===== config.mk =====
export PLATFORM = sky130hd
export DESIGN_NAME = scdma_channel
export DESIGN_NICKNAME = d
export VERILOG_FILES = /design/src/hdl/scdma_pkg.sv /design/src/hdl/scdma_fifo.sv /design/src/hdl/scdma_channel.sv
export SDC_FILE = /design/constraint.sdc
export NUM_CORES = 1
export LEC_CHECK = 0
export ABC_AREA = 1
export ABC_CLOCK_PERIOD_IN_PS = 23600
export BUFFER_PORTS_ARGS = -buffer_cell sky130_fd_sc_hd__buf_2
export CORE_UTILIZATION = 42
export CTS_BUF_LIST = sky130_fd_sc_hd__clkbuf_4 sky130_fd_sc_hd__clkbuf_8
export DETAILED_ROUTE_END_ITERATION = 7
export RECOVER_POWER = 100
export SLEW_MARGIN = 30
export SYNTH_ARGS = -nofsm -noshare
export SYNTH_HDL_FRONTEND = slang
export SYNTH_SLANG_ARGS = --single-unit

===== constraint.sdc =====
create_clock -name core_clk -period 23.6 [get_ports core_clk]
set_input_delay 0 -clock core_clk [delete_from_list [all_inputs] [get_ports core_clk]]
set_output_delay 0 -clock core_clk [all_outputs]
set_load 0.005 [all_outputs]

===== src/hdl/scdma_pkg.sv =====
// Package with constants and carrier types of the serial channel DMA handshake block.
package scdma_pkg;
   localparam int SCDMA_CHANNELS = 8;
   localparam int SCDMA_BLOCK_BYTES = 32;
   localparam int SCDMA_FIFO_DEPTH = 16;
   localparam int SCDMA_COUNT_WIDTH = 12;
   localparam int SCDMA_WORD_WIDTH = 16;
   localparam logic [5:0] SCDMA_BLOCK_SIZE = 6'h20;
   localparam logic [5:0] SCDMA_BYTE_STEP = 6'h01;
   localparam logic [5:0] SCDMA_WORD_STEP = 6'h02;
   localparam logic [SCDMA_COUNT_WIDTH-1:0] SCDMA_COUNT_ZERO = 12'h000;
   localparam logic [5:0] SCDMA_LEVEL_ZERO = 6'h00;

   // Access width selected by the low address bit and the byte lane enable.
   typedef enum logic [1:0] {SCDMA_ACC_NONE, SCDMA_ACC_BYTE, SCDMA_ACC_WORD} scdma_acc_type;

   // One host bus strobe as seen by the block after synchronisation.
   typedef struct packed {
      logic rdStrobe;
      logic wrStrobe;
      logic addr0;
      logic byteLaneEnableN;
      logic [SCDMA_WORD_WIDTH-1:0] wrData;
   } scdma_bus_type;

   // Byte count programming from the register side of the controller.
   typedef struct packed {
      logic load;
      logic [SCDMA_COUNT_WIDTH-1:0] count;
   } scdma_count_type;
endpackage


===== src/hdl/scdma_fifo.sv =====
// Parameterised flip-flop FIFO with valid and ready on both sides.
`timescale 1ns/1ps
module scdma_fifo
   import scdma_pkg::*;
#(
   parameter int WIDTH = 16,
   parameter int DEPTH = 16
)
(
   input wire logic core_clk,
   input wire logic rstSyncN,
   input wire logic clkEn,
   input wire logic inValid,
   output logic inReady,
   input wire logic [WIDTH-1:0] inData,
   output logic outValid,
   input wire logic outReady,
   output logic [WIDTH-1:0] outData,
   output logic [$clog2(DEPTH+1)-1:0] level
);
   localparam int AW = $clog2(DEPTH);
   localparam int LW = $clog2(DEPTH+1);

   typedef struct packed {
      logic [DEPTH-1:0][WIDTH-1:0] mem;
      logic [AW-1:0] wrPtr;
      logic [AW-1:0] rdPtr;
      logic [LW-1:0] count;
   } scdma_fifo_state_type;

   scdma_fifo_state_type state_q;
   scdma_fifo_state_type state_d;
   logic doPush;
   logic doPop;

   // Full and empty come straight from the occupancy count.
   assign inReady = (state_q.count != LW'(DEPTH));
   assign outValid = (state_q.count != '0);
   assign outData = state_q.mem[state_q.rdPtr];
   assign level = state_q.count;
   assign doPush = inValid && inReady;
   assign doPop = outValid && outReady;

   // Pointers wrap at the depth so non-power-of-two depths also work.
   always_comb
   begin
      state_d = state_q;
      if (doPush)
      begin
         state_d.mem[state_q.wrPtr] = inData;
         state_d.wrPtr = (state_q.wrPtr == AW'(DEPTH-1)) ? '0 : state_q.wrPtr + 1'b1;
      end
      if (doPop)
      begin
         state_d.rdPtr = (state_q.rdPtr == AW'(DEPTH-1)) ? '0 : state_q.rdPtr + 1'b1;
      end
      if (doPush && !doPop)
      begin
         state_d.count = state_q.count + 1'b1;
      end
      else if (doPop && !doPush)
      begin
         state_d.count = state_q.count - 1'b1;
      end
   end

   // State register, frozen while the clock enable is low.
   always_ff @(posedge core_clk or negedge rstSyncN)
   begin
      if (!rstSyncN)
      begin
         state_q <= '0;
      end
      else if (clkEn)
      begin
         state_q <= state_d;
      end
   end
endmodule


===== src/hdl/scdma_channel.sv =====
// DMA handshake of one serial channel: request pins, grant decode and transmit FIFO.
//
// Summary of operation
// - Transmit request stays high while FIFO needs data.
// - Transmit moves 32-byte blocks plus a remainder.
// - Transmit request drops at start of last write.
// - Receive request held until whole block is drained.
// - Receive request drops after last read falling edge.
// - Active grant with strobe enables FIFO access.
// - Grant ignores upper address, FIFOs implicitly selected.
// - Lowest address bit and lane enable pick width.
`timescale 1ns/1ps
module scdma_channel
   import scdma_pkg::*;
#(
   parameter int FIFO_DEPTH = SCDMA_FIFO_DEPTH,
   parameter int WORD_WIDTH = SCDMA_WORD_WIDTH
)
(
   input wire logic core_clk,
   input wire logic resetn,
   input wire logic clkEn,
   input wire logic dma_grant_n,
   input wire logic busRdN,
   input wire logic busWrN,
   input wire logic busAddr0,
   input wire logic byte_lane_enable_n,
   input wire logic [WORD_WIDTH-1:0] busWrData,
   input wire scdma_count_type txCountProg,
   input wire logic [5:0] rxLevel,
   input wire logic txDrainReady,
   output logic txDrainValid,
   output logic [WORD_WIDTH-1:0] txDrainData,
   output logic tx_dma_request,
   output logic rx_dma_request,
   output logic rxPop,
   output logic rxPopWord,
   output logic txCountDone,
   output logic txOverrun
);
   // State of the channel except the reset synchroniser and the FIFO, registered in one process.
   typedef struct packed {
      logic [1:0] grantSync;
      logic [1:0] rdSync;
      logic [1:0] wrSync;
      logic [1:0] a0Sync;
      logic [1:0] laneSync;
      logic [1:0][WORD_WIDTH-1:0] dataSync;
      logic rdPrev;
      logic wrPrev;
      logic [SCDMA_COUNT_WIDTH-1:0] txRemain;
      logic [5:0] txBlockLeft;
      logic txArmed;
      logic txReq;
      logic rxReq;
      logic [5:0] rxBlockLeft;
      logic rxPop;
      logic rxPopWord;
      logic txDone;
      logic txOverrun;
      logic [WORD_WIDTH-1:0] pushData;
      logic pushValid;
   } scdma_ch_state_type;

   scdma_ch_state_type state_q;
   scdma_ch_state_type state_d;
   // The reset synchroniser sits outside the state struct because it has its own reset.
   logic [1:0] rstSync_q;
   logic rstSyncN;
   logic grantActive;
   logic rdFall;
   logic wrFall;
   scdma_acc_type accWidth;
   logic [5:0] accStep;
   logic fifoInReady;
   logic [$clog2(FIFO_DEPTH+1)-1:0] fifoLevel;
   logic [5:0] txSpace;
   logic [5:0] txWant;
   logic txLastStep;
   logic txBlockEnd;
   logic rxBlockEnd;

   // Width of one access: word when address bit 0 is low and the lane enable is active.
   function automatic scdma_acc_type accDecode(input logic a0, input logic laneN);
      if (!a0 && !laneN)
      begin
         return SCDMA_ACC_WORD;
      end
      else
      begin
         return SCDMA_ACC_BYTE;
      end
   endfunction

   // Byte count carried by one access of the given width.
   function automatic logic [5:0] accBytes(input scdma_acc_type acc);
      if (acc == SCDMA_ACC_WORD)
      begin
         return SCDMA_WORD_STEP;
      end
      else
      begin
         return SCDMA_BYTE_STEP;
      end
   endfunction

   // Bytes that free FIFO entries can hold when every entry carries a whole word.
   function automatic logic [5:0] roomBytes(input int freeEntries);
      return 6'(int'(SCDMA_WORD_STEP) * freeEntries);
   endfunction

   // Reset release through two flip-flops; only this copy resets the channel.
   always_ff @(posedge core_clk or negedge resetn)
   begin
      if (!resetn)
      begin
         rstSync_q <= 2'b00;
      end
      else
      begin
         rstSync_q <= {rstSync_q[0], 1'b1};
      end
   end
   // Entry into reset stays immediate; only the release waits for two edges.
   assign rstSyncN = rstSync_q[1];

   // Pin inputs are read only from the second synchroniser stage. A strobe edge is
   // acted on three edges after it reaches the pin, so strobes shorter than one
   // cycle low or high can be missed by this channel.
   assign grantActive = !state_q.grantSync[1];
   assign rdFall = !state_q.rdSync[1] && state_q.rdPrev;
   assign wrFall = !state_q.wrSync[1] && state_q.wrPrev;
   assign accWidth = accDecode(state_q.a0Sync[1], state_q.laneSync[1]);
   assign accStep = accBytes(accWidth);

   // FIFO room in bytes, and what the current transmit block still wants.
   // Room is reckoned at two bytes an entry; a byte-wide block therefore relies on
   // the serial side draining while it is written, since it takes one entry a byte.
   assign txSpace = roomBytes(FIFO_DEPTH - int'(fifoLevel));
   assign txWant = (state_q.txRemain < 12'(state_q.txBlockLeft)) ?
                   6'(state_q.txRemain) : state_q.txBlockLeft;

   // The access now seen either finishes the count or the current block.
   assign txLastStep = (state_q.txRemain <= 12'(accStep));
   assign txBlockEnd = (state_q.txBlockLeft <= accStep);
   assign rxBlockEnd = (state_q.rxBlockLeft <= accStep);

   // Next-state logic for request pins, byte counting and FIFO push.
   always_comb
   begin
      state_d = state_q;
      state_d.grantSync = {state_q.grantSync[0], dma_grant_n};
      state_d.rdSync = {state_q.rdSync[0], busRdN};
      state_d.wrSync = {state_q.wrSync[0], busWrN};
      state_d.a0Sync = {state_q.a0Sync[0], busAddr0};
      state_d.laneSync = {state_q.laneSync[0], byte_lane_enable_n};
      state_d.dataSync = {state_q.dataSync[0], busWrData};
      state_d.rdPrev = state_q.rdSync[1];
      state_d.wrPrev = state_q.wrSync[1];
      state_d.rxPop = 1'b0;
      state_d.rxPopWord = 1'b0;
      state_d.txDone = 1'b0;
      state_d.pushValid = state_q.pushValid && !fifoInReady;

      // Software writing a fresh non-zero count re-arms the transmitter; a zero count disarms it.
      // A load in mid-transfer restarts the count and wins over a write in that cycle.
      if (txCountProg.load)
      begin
         state_d.txRemain = txCountProg.count;
         state_d.txBlockLeft = SCDMA_BLOCK_SIZE;
         state_d.txArmed = (txCountProg.count != SCDMA_COUNT_ZERO);
      end
      // Grant acts as chip select; upper address lines are never examined.
      else if (grantActive && wrFall && state_q.txReq)
      begin
         state_d.pushData = state_q.dataSync[1];
         state_d.pushValid = 1'b1;
         state_d.txRemain = state_q.txRemain - 12'(accStep);
         state_d.txBlockLeft = txBlockEnd ?
                               SCDMA_BLOCK_SIZE : state_q.txBlockLeft - accStep;
         if (txLastStep)
         begin
            state_d.txArmed = 1'b0;
            state_d.txDone = 1'b1;
         end
         if (state_q.pushValid && !fifoInReady)
         begin
            state_d.txOverrun = 1'b1;
         end
      end

      // A block is only started when the FIFO can take all of it; once started the
      // request holds through the block, as the FIFO still needs that data. Letting
      // room alone decide would drop the request in mid-block as soon as one entry
      // waits for the serial side, and the controller would end the burst short.
      state_d.txReq = state_d.txArmed && (state_q.txReq || txSpace >= txWant);
      // Drop at the start of the final write so no extra cycle is requested.
      if (grantActive && wrFall && (txLastStep || txBlockEnd))
      begin
         state_d.txReq = 1'b0;
      end

      // Receive side: a full block is requested and drained as a unit. The level
      // input lags a pop by one edge, so no new block is judged while a pop shows.
      if (!state_q.rxReq && !state_q.rxPop && rxLevel >= SCDMA_BLOCK_SIZE)
      begin
         state_d.rxReq = 1'b1;
         state_d.rxBlockLeft = SCDMA_BLOCK_SIZE;
      end
      else if (state_q.rxReq && grantActive && rdFall)
      begin
         state_d.rxPop = 1'b1;
         state_d.rxPopWord = (accWidth == SCDMA_ACC_WORD);
         state_d.rxBlockLeft = rxBlockEnd ?
                               SCDMA_LEVEL_ZERO : state_q.rxBlockLeft - accStep;
         if (rxBlockEnd)
         begin
            state_d.rxReq = 1'b0;
         end
      end
   end

   // Channel state register, frozen while the clock enable is low.
   // The synchronisers freeze as well, so pin edges during a freeze may be lost.
   always_ff @(posedge core_clk or negedge rstSyncN)
   begin
      if (!rstSyncN)
      begin
         state_q.grantSync <= 2'b11;
         state_q.rdSync <= 2'b11;
         state_q.wrSync <= 2'b11;
         state_q.a0Sync <= '0;
         state_q.laneSync <= 2'b11;
         state_q.dataSync <= '0;
         state_q.rdPrev <= 1'b1;
         state_q.wrPrev <= 1'b1;
         state_q.txRemain <= SCDMA_COUNT_ZERO;
         state_q.txBlockLeft <= SCDMA_BLOCK_SIZE;
         state_q.txArmed <= 1'b0;
         state_q.txReq <= 1'b0;
         state_q.rxReq <= 1'b0;
         state_q.rxBlockLeft <= SCDMA_LEVEL_ZERO;
         state_q.rxPop <= 1'b0;
         state_q.rxPopWord <= 1'b0;
         state_q.txDone <= 1'b0;
         state_q.txOverrun <= 1'b0;
         state_q.pushData <= '0;
         state_q.pushValid <= 1'b0;
      end
      else if (clkEn)
      begin
         state_q.grantSync <= state_d.grantSync;
         state_q.rdSync <= state_d.rdSync;
         state_q.wrSync <= state_d.wrSync;
         state_q.a0Sync <= state_d.a0Sync;
         state_q.laneSync <= state_d.laneSync;
         state_q.dataSync <= state_d.dataSync;
         state_q.rdPrev <= state_d.rdPrev;
         state_q.wrPrev <= state_d.wrPrev;
         state_q.txRemain <= state_d.txRemain;
         state_q.txBlockLeft <= state_d.txBlockLeft;
         state_q.txArmed <= state_d.txArmed;
         state_q.txReq <= state_d.txReq;
         state_q.rxReq <= state_d.rxReq;
         state_q.rxBlockLeft <= state_d.rxBlockLeft;
         state_q.rxPop <= state_d.rxPop;
         state_q.rxPopWord <= state_d.rxPopWord;
         state_q.txDone <= state_d.txDone;
         state_q.txOverrun <= state_d.txOverrun;
         state_q.pushData <= state_d.pushData;
         state_q.pushValid <= state_d.pushValid;
      end
   end

   // Transmit FIFO: the serial side drains it and may stall, throttling requests.
   // A write that finds the push slot still full replaces the waiting word, which is lost and only flagged as overrun.
   scdma_fifo #(
      .WIDTH(WORD_WIDTH),
      .DEPTH(FIFO_DEPTH)
   ) u_txFifo (
      .core_clk(core_clk),
      .rstSyncN(rstSyncN),
      .clkEn(clkEn),
      .inValid(state_q.pushValid),
      .inReady(fifoInReady),
      .inData(state_q.pushData),
      .outValid(txDrainValid),
      .outReady(txDrainReady),
      .outData(txDrainData),
      .level(fifoLevel)
   );

   // Outputs straight from flip-flops.
   assign tx_dma_request = state_q.txReq;
   assign rx_dma_request = state_q.rxReq;
   assign rxPop = state_q.rxPop;
   assign rxPopWord = state_q.rxPopWord;
   assign txCountDone = state_q.txDone;
   assign txOverrun = state_q.txOverrun;
endmodule


==> impl_metrics.json, run 1 <==
{
  "outcome": "complete, but fails checks",
  "failed_checks": "capacitance limit, slew limit",
  "comb_power_share": 0.307,
  "drtPass1Iterations": 5,
  "post-cts-setup-buffer-count": 0,
  "root_buffer": "clkbuf_8",
  "ys_seq_area_frac": 0.530,
  "synth.net_count": 2124,
  "post-dp-hpwl_um": 26100,
  "r2r_cells": 2,
  "clk_latency_ps": 600,
  "track_usage": 0.230,
  "pwr-share-clk": 0.299,
  "seqPwrFrac": 0.394,
  "fin_nets": 2209,
  "drc_errors": 0,
  "fin_worst_skew_ps": 17.8,
  "max_cap_violations": 18,
  "leakagePower_nw": 9.29,
  "hold_viol": 0,
  "die_x_um": 204,
  "synth_area_leaders": "dfrtp_1 (51%), o21ai_0 (10%), nand2_1 (9.3%), a21oi_1 (5.6%), inv_1 (4.0%)",
  "cts-buffers-inserted": 66,
  "rsz0062_at_grt": "no",
  "min_period_over_period": 0.451,
  "crit_type": "register to asynchronous set/reset pin",
  "cts_max_level": 3,
  "slew_headroom": -3.10,
  "start_util": 0.429,
  "clock.fmax_mhz": 93.9,
  "via_per_inst": 5.23,
  "postCtsHoldBufs": 72,
  "p_per_area_nw_per_um2": 105,
  "drtIter0Drc": 1036,
  "cp.required_ps": 21910,
  "crit_path_end_kind": "asynchronous set/reset pin",
  "ys_async_sr_fraction": 1.00,
  "grt_start_max_net_pins": 172,
  "port_buffers": 61,
  "final_common_cell": "nand2_1",
  "hold_path.class": "input pin to asynchronous set/reset pin",
  "clk_pin_slew_worst_paths_ps": 50,
  "synth_warnings": 0,
  "synthCells": 2048,
  "crit_fanout": 114,
  "cts_num_sinks": 363,
  "cts_resized": 0,
  "dieArea_um2": 41700,
  "layout-drive-gt1-share": 0.0864,
  "ant_nets": 0,
  "worst_pin_slew_ps": 6150,
  "area_growth_pct": 13.5,
  "p_total_mw": 2.05,
  "ios": 67,
  "p_sw_mw": 0.783,
  "dp.cells": 2514,
  "vias": 14127,
  "ys.flop_type": "dfrtp_1",
  "synth.distinct_cells": 45,
  "cts_buffer_depth": 3,
  "grt_overflow": 0,
  "tns_ps": 0,
  "routedWlPerCell_um": 17.0,
  "fin_cells": 2702,
  "avgSynthCellArea_um2": 8.38,
  "period_needed_ps": 10650,
  "ys_ff_latch": 363,
  "n_antenna_cell": 0,
  "synth-edff-count": 0,
  "peakVddDrop_mv": 0.0502,
  "die_y_um": 204,
  "syn_area_um2": 17200,
  "final_cell_mix": "nand2_1 (431), o21ai_0 (373), dfrtp_1 (351)",
  "drv_slew": 756,
  "globalplace.congestion": 0.837,
  "grt_pass1_wl_um": 74700,
  "synth_top_cell_by_area": "dfrtp_1",
  "routed_wl_um": 46000,
  "cts_tree": "built",
  "core_region_area_um2": 40000,
  "rows": 73,
  "antenna_found_initial": 0,
  "power.internal_mw": 1.26,
  "worstPathArrival_ps": 8950,
  "start_kind": "register",
  "grt_pass1_vias": 13916,
  "finalSetupViolCount": 0,
  "synth_top_area_share": 0.513,
  "netSwitchingFraction": 0.383
}
## routing by layer
layer  vias to the layer above  track usage  routed length (um)
met1                      6798        0.319               21400
met3                        87       0.0456                2930
li1                       6848            -                   -
met4                         0       0.0768                1200
met2                       394        0.360               20500
met5                         -            0                   0
## cells in the mapped netlist (21+ instances only)
cell	number
clkbuf_1	60
nor2_1	151
dfrtp_1	352
nand2_1	426
o21ai_0	353
nand3_1	69
o21ai_1	23
inv_1	183
a21oi_1	192
buf_2	42
buf_4	21
ha_1	28
## critical path: stages (launching register included)
cell and delay (ps):
dfrtp_1 1610, clkbuf_1 2240, clkbuf_1 4440
## final timing paths
check	start	endpoint	slack (ps)
worst min-delay path	resetn	rstSync_q[0]	250
min in group core_clk	rxLevel[5]	rx_dma_request	250
worst min register to register	rstSync_q[0]	rstSync_q[1]	360
worst max register to register	rstSync_q[1]	u_txFifo.state_q[5]	12950
worst max-delay path	rstSync_q[1]	u_txFifo.state_q[5]	12950
max in group core_clk	u_txFifo.state_q[6]	txDrainData[5]	17620
## power by group through the flow
stage | sequential, mW | combinational [mW] | clock [mW]
after floorplan | 0.749 | 0.463 | 0
after global placement | 0.813 | 0.606 | 0
after detailed placement | 0.815 | 0.616 | 0
after CTS | 0.805 | 0.629 | 0.626
after global routing | 0.820 | 0.709 | 0.655
final | 0.806 | 0.628 | 0.612
## state kept, by name (all words and copies together) (netlist names)
name              flops
rx_dma_request        1
rstSync_q             2
rxPop                 1
state_d              23
u_txFifo.level        5
txCountDone           1
state_q              63
tx_dma_request        1
rxPopWord             1
txOverrun             1
u_txFifo.state_q    264
## per-stage QoR
stage                     setup slack (ps)  utilization  area, um2  hold slack, ps
after global placement               20120        0.439      17600            -213
after CTS                            19420        0.491      19600             219
after detailed placement             20080        0.439      17600            -212
after global routing                 10700        0.487      19500             246
after floorplan                      12750            -      17200            -296
final                                12950        0.487      19500             252
## area by class of cell
cell class,count,area (um2)
Clock buffer,110,1340
Clock inverter,2,12.5
Fill cell,3973,20500
Inverter,206,781
Multi-Input combinational cell,1346,6490
Sequential cell,363,9100
Tap cell,525,657
Timing Repair Buffer,150,1100
## kinds of logic (layout without fill, tap and decap cells)
group,count (synthesis),count (layout),share of synthesized area
flops,363,363,0.530
compound gates,614,614,0.187
simple gates,685,685,0.165
fa+ha+maj,32,32,0.0251
xor+xnor,14,14,0.00715
buf+inv,339,468,0.0848
other cells,1,1,0.000219
Note: power is estimated with default switching activity, not from simulation.
==> inputs of run 2 (changes only) <==
--- a/config.mk
+++ b/config.mk
@@ -6,7 +6,7 @@
 export NUM_CORES = 1
 export LEC_CHECK = 0
 export ABC_AREA = 1
-export ABC_CLOCK_PERIOD_IN_PS = 23600
+export ABC_CLOCK_PERIOD_IN_PS = 10100
 export BUFFER_PORTS_ARGS = -buffer_cell sky130_fd_sc_hd__buf_2
 export CORE_UTILIZATION = 42
 export CTS_BUF_LIST = sky130_fd_sc_hd__clkbuf_4 sky130_fd_sc_hd__clkbuf_8
==> constraint.sdc (replaced) <==
create_clock -name core_clk -period 10.1 [get_ports core_clk]
set_input_delay 0 -clock core_clk [delete_from_list [all_inputs] [get_ports core_clk]]
set_output_delay 0 -clock core_clk [all_outputs]
set_load 0.005 [all_outputs]
==> run 2 against run 1 <==
Effect of this change:
- the run still ends with capacitance limit, slew limit left
- clock skew grew 3.5 ps
- die area unchanged
- largest cell class unchanged
- highest routed layer unchanged
- clock power increased by 130%
==> impl_metrics.json, run 2 (synthesized netlist as in run 1, its figures left out) <==
{
  "worstPathArrival_ps": 7080,
  "max_cap_violations": 6,
  "period_needed_ps": 6540,
  "start_kind": "input pin",
  "cp_top_family": "buffers and inverters",
  "worst_pin_slew_ps": 3320,
  "cts_num_sinks": 363,
  "clk_pin_slew_worst_paths_ps": 60,
  "design_area_um2": 19700,
  "final_cell_mix": "nand2_1 (427), o21ai_0 (371), dfrtp_1 (350)",
  "cts_tree": "built",
  "critical_path_buf_inv_count": 6,
  "final_common_cell": "nand2_1",
  "cp.required_ps": 10650,
  "crit_chain": "dlygate4sd3_1 > buf_2 > clkbuf_1 > clkinvlp_2 > nor2_4 > nand2_4 > nor2_4 > inv_2 > nor2_4 > inv_1 > o21ai_0",
  "clock.fmax_mhz": 153,
  "top_layer": "met4",
  "core_region_area_um2": 40000,
  "crit_fanout": 70,
  "fin_cells": 2701,
  "clk_latency_ps": 660,
  "routedWlPerCell_um": 17.2,
  "multi_input_area_um2": 6600,
  "vias": 14041,
  "fillers": 3867,
  "wl_met1_um": 20900,
  "wl_met3_um": 2960,
  "drtPass1Iterations": 7,
  "cts-buffers-inserted": 61,
  "outcome": "complete, but fails checks",
  "crit_path_end_kind": "register",
  "rsz0062_at_grt": "no",
  "cts_max_level": 2,
  "hold_viol": 0,
  "grt_start_max_net_pins": 177,
  "crit_type": "input pin to register",
  "post-dp-hpwl_um": 26500,
  "dp.cells": 2516,
  "peakVddDrop_mv": 0.118,
  "failed_checks": "capacitance limit, slew limit",
  "wl_met2_um": 21500,
  "dieArea_um2": 41700,
  "hold_path.class": "input pin to register",
  "cp_slowest_cell": "clkinvlp_2",
  "holdWs_ps": 97.0,
  "ios": 67,
  "area_growth_pct": 14.8,
  "grt_pass1_wl_um": 74300,
  "dpl_cell_area_um2": 17600,
  "rows": 73,
  "drtIter0Drc": 1210,
  "die_y_um": 204,
  "seqCellArea_um2": 9100,
  "p_per_area_nw_per_um2": 243,
  "min_period_over_period": 0.647,
  "routed_wl_um": 46400,
  "port_buffers": 61,
  "fin_nets": 2204,
  "post-cts-setup-buffer-count": 0,
  "n_antenna_cell": 0,
  "grt_overflow": 0,
  "tns_ps": 0,
  "leakagePower_nw": 9.35,
  "drc_errors": 0,
  "track_usage": 0.229,
  "antenna_found_initial": 0,
  "slew_headroom": -1.22,
  "via_per_inst": 5.20,
  "start_util": 0.429,
  "ant_nets": 0,
  "layout-drive-gt1-share": 0.100,
  "grt_pass1_vias": 13879,
  "drv_slew": 315,
  "finalSetupViolCount": 0,
  "fin_worst_skew_ps": 21.3,
  "globalplace.congestion": 0.841,
  "path_common_cell": "nor2_4",
  "p_total_mw": 4.79,
  "cts_buffer_depth": 3,
  "regMostFlops": "u_txFifo.state_q",
  "root_buffer": "clkbuf_8",
  "die_x_um": 204,
  "largest_reg_flops": 264,
  "critPathMaxStageDelay_ps": 2370
}
[run 2: changes by cell type in the layout (fill, tap and decap cells not counted), sizes merged]
cell | before | now
clkinv | 18 | 24
bufinv | 0 | 1
buf | 49 | 62
clkinvlp | 3 | 2
inv | 187 | 188
clkbuf | 139 | 118
[run 2: metal layers]
| metal | track usage | up-vias |
|---|---|---|
| met3 | 0.0438 | 82 |
| met2 | 0.373 | 368 |
| met5 | 0 | - |
| li1 | - | 6844 |
| met4 | 0.0781 | 0 |
| met1 | 0.306 | 6747 |
[run 2: metrics by stage]
stage | utilization | setup WS (ps)
finish | 0.492 | 3560
CTS | 0.492 | 6000
detailed placement | 0.440 | 6740
global placement | 0.439 | 6770
floorplan | - | 4180
global route | 0.492 | 2860
[run 2: timing repair]
action / CTS / global route
hold buffers: 72 / 0
endpoints found under the hold margin: 63 / 0
resized for setup: 0 / 0
[run 2: path summary, 6_finish.rpt]
check,from,endpoint,slack [ps],depth (start not counted)
worst max-delay path,clkEn,u_txFifo.state_q[268],3560,11
worst min-delay path,busWrData[9],state_d[75],100,4
worst max register to register,rstSync_q[1],state_q[85],5610,1
worst min register to register,rstSync_q[0],rstSync_q[1],360,0
max in group asynchronous,rstSync_q[1],state_q[85],5610,1
min in group asynchronous,resetn,rstSync_q[1],220,3
[run 2: final cells by class]
class                           instances  share of cell area
Timing Repair Buffer                  150              0.0611
Multi-Input combinational cell       1346               0.335
Sequential cell                       363               0.462
Tap cell                              525              0.0334
Clock inverter                          9             0.00375
Inverter                              206              0.0395
Clock buffer                          102              0.0649
[run 2: where the power goes]
group / internal (mW) / total [mW] / switching [mW]
sequential: 1.63 / 1.89 / 0.260
clock: 0.819 / 1.43 / 0.610
combinational: 0.487 / 1.47 / 0.980
==> inputs of run 3 (changes only) <==
--- a/config.mk
+++ b/config.mk
@@ -6,7 +6,7 @@
 export NUM_CORES = 1
 export LEC_CHECK = 0
 export ABC_AREA = 1
-export ABC_CLOCK_PERIOD_IN_PS = 10100
+export ABC_CLOCK_PERIOD_IN_PS = 5400
 export BUFFER_PORTS_ARGS = -buffer_cell sky130_fd_sc_hd__buf_2
 export CORE_UTILIZATION = 42
 export CTS_BUF_LIST = sky130_fd_sc_hd__clkbuf_4 sky130_fd_sc_hd__clkbuf_8
==> constraint.sdc (replaced) <==
create_clock -name core_clk -period 5.4 [get_ports core_clk]
set_input_delay 0 -clock core_clk [delete_from_list [all_inputs] [get_ports core_clk]]
set_output_delay 0 -clock core_clk [all_outputs]
set_load 0.005 [all_outputs]
==> run 3 against run 2 <==
Effect of this change:
- the flow still finishes with violations (capacitance limit, slew limit)
- clock-buffer cell count unchanged
- utilization up 0.10 points
- non-clock buffer count up 20
- clock skew down 7.9 ps
- combinational power up 90%
- die area unchanged
- cell count up 0.56%
- via count about the same
- hold slack better by 100 ps
- sequential power up 84%
- highest routed layer unchanged
==> impl_metrics.json, run 3 (synthesized netlist as in run 1, its figures left out) <==
{
  "tns_ps": 0,
  "die_y_um": 204,
  "core_region_area_um2": 40000,
  "p_sw_mw": 3.40,
  "grt_pass1_vias": 14041,
  "design_area_um2": 19700,
  "root_buffer": "clkbuf_8",
  "cts-buffers-inserted": 61,
  "clock.fmax_mhz": 259,
  "hold_path.class": "input pin to asynchronous set/reset pin",
  "final_common_cell": "nand2_1",
  "holdWs_ps": 198,
  "crit_type": "register to output port",
  "largest_reg_flops": 264,
  "cp.required_ps": 5400,
  "p_per_area_nw_per_um2": 447,
  "drtPass1Iterations": 5,
  "port_buffers": 61,
  "pwr-share-clk": 0.291,
  "final_cell_mix": "nand2_1 (431), o21ai_0 (373), dfrtp_1 (350)",
  "worst_pin_slew_ps": 2590,
  "multi_input_area_um2": 6530,
  "max_cap_violations": 9,
  "ant_nets": 0,
  "failed_checks": "capacitance limit, slew limit",
  "cts_resized": 0,
  "worstPathArrival_ps": 3860,
  "cts_buffer_depth": 3,
  "critPathMaxStageDelay_ps": 1340,
  "peakVddDrop_mv": 0.304,
  "period_needed_ps": 3860,
  "vias": 14029,
  "rsz0062_at_grt": "no",
  "antenna_found_initial": 0,
  "start_util": 0.429,
  "via_per_inst": 5.17,
  "n_antenna_cell": 0,
  "clk_pin_slew_worst_paths_ps": 50,
  "rows": 73,
  "fillers": 3902,
  "crit_chain": "clkbuf_2 > o21ai_0 > o221ai_1 > nand3_1 > nand3_1 > buf_2",
  "grt_overflow": 0,
  "track_usage": 0.231,
  "cp_slowest_cell": "clkbuf_2",
  "post-dp-hpwl_um": 26100,
  "area_growth_pct": 15.0,
  "cts_num_sinks": 363,
  "layout-drive-gt1-share": 0.0885,
  "drv_slew": 376,
  "cts_max_level": 2,
  "clk_latency_ps": 650,
  "drc_errors": 0,
  "r2r_cells": 9,
  "timing.rr.end": "state_q[33]",
  "min_period_over_period": 0.715,
  "grt_start_max_net_pins": 142,
  "post-cts-setup-buffer-count": 0,
  "path_common_cell": "nand3_1",
  "finalSetupViolCount": 0,
  "fin_worst_skew_ps": 13.3,
  "crit_fanout": 86,
  "leakagePower_nw": 9.37,
  "dieArea_um2": 41700,
  "seqCellArea_um2": 9100,
  "ios": 67,
  "grt_pass1_wl_um": 75300,
  "die_x_um": 204,
  "r2r_start": "state_q[48]",
  "power.internal_mw": 5.42,
  "fin_nets": 2224,
  "dpl_cell_area_um2": 17600,
  "netSwitchingFraction": 0.386,
  "r2r_setup_slack_ps": 1700,
  "hold_viol": 0,
  "seqPwrFrac": 0.393,
  "slew_headroom": -0.728,
  "globalplace.congestion": 0.809,
  "routedWlPerCell_um": 17.0,
  "routed_wl_um": 46100,
  "outcome": "complete, but fails checks",
  "cts_tree": "built",
  "drtIter0Drc": 1098,
  "start_kind": "register",
  "crit_path_end_kind": "output port",
  "comb_power_share": 0.316,
  "regMostFlops": "u_txFifo.state_q"
}
[run 3: worst max path at each step]
stage / from / slack [ps] / end
after floorplan: rstSync_q[1] / 1830 / rxPop
after global placement: state_q[83] / 2540 / tx_dma_request
after detailed placement: state_q[83] / 2490 / tx_dma_request
after CTS: u_txFifo.state_q[5] / 2210 / txDrainData[6]
after global routing: rstSync_q[1] / 1020 / state_d[73]
final: u_txFifo.state_q[5] / 1540 / txDrainData[6]
[run 3: layout make-up]
| type | count | share of cell area |
|---|---|---|
| repair buffers | 170 | 0.0703 |
| well taps | 525 | 0.0333 |
| inverters | 206 | 0.0394 |
| multi-input cells | 1346 | 0.331 |
| clock inverters | 4 | 0.00114 |
| clock buffers | 102 | 0.0638 |
| flip-flops and latches | 363 | 0.461 |
[run 3: critical path: cells and delay by family, from the launching register on]
family	cells	cell delay, ps
buffers and inverters	2	1510
flip-flops	1	750
AO/OA/AOI/OAI	2	560
AND/OR/NAND/NOR	2	330
[run 3: repair_timing]
item,CTS,global route
hold endpoints to repair,62,0
endpoints found under the setup margin,0,0
hold buffers,88,0
[run 3: routing by layer]
layer	track usage	wire [um]
met1	0.319	21200
met2	0.364	20700
met3	0.0482	3050
met4	0.0714	1170
met5	0	0
[run 3: metrics by stage]
stage          utilization  setup slack [ps]  instances  power, mW
6_report             0.493              1540       2716       8.82
5_1_grt              0.493              1020       2716       9.46
4_1_cts              0.494              2210       2712       8.91
3_5_place_dp         0.440              2490       2518       6.25
3_3_place_gp         0.440              2540       2517       6.21
2_1_floorplan            -              1830       2048       5.29
[run 3: power by group through the flow]
stage / sequential, mW / clock (mW) / combinational (mW)
6_report: 3.47 / 2.56 / 2.79
5_1_grt: 3.52 / 2.75 / 3.18
4_1_cts: 3.47 / 2.63 / 2.82
3_5_place_dp: 3.51 / 0 / 2.74
3_3_place_gp: 3.50 / 0 / 2.71
2_1_floorplan: 3.27 / 0 / 2.02
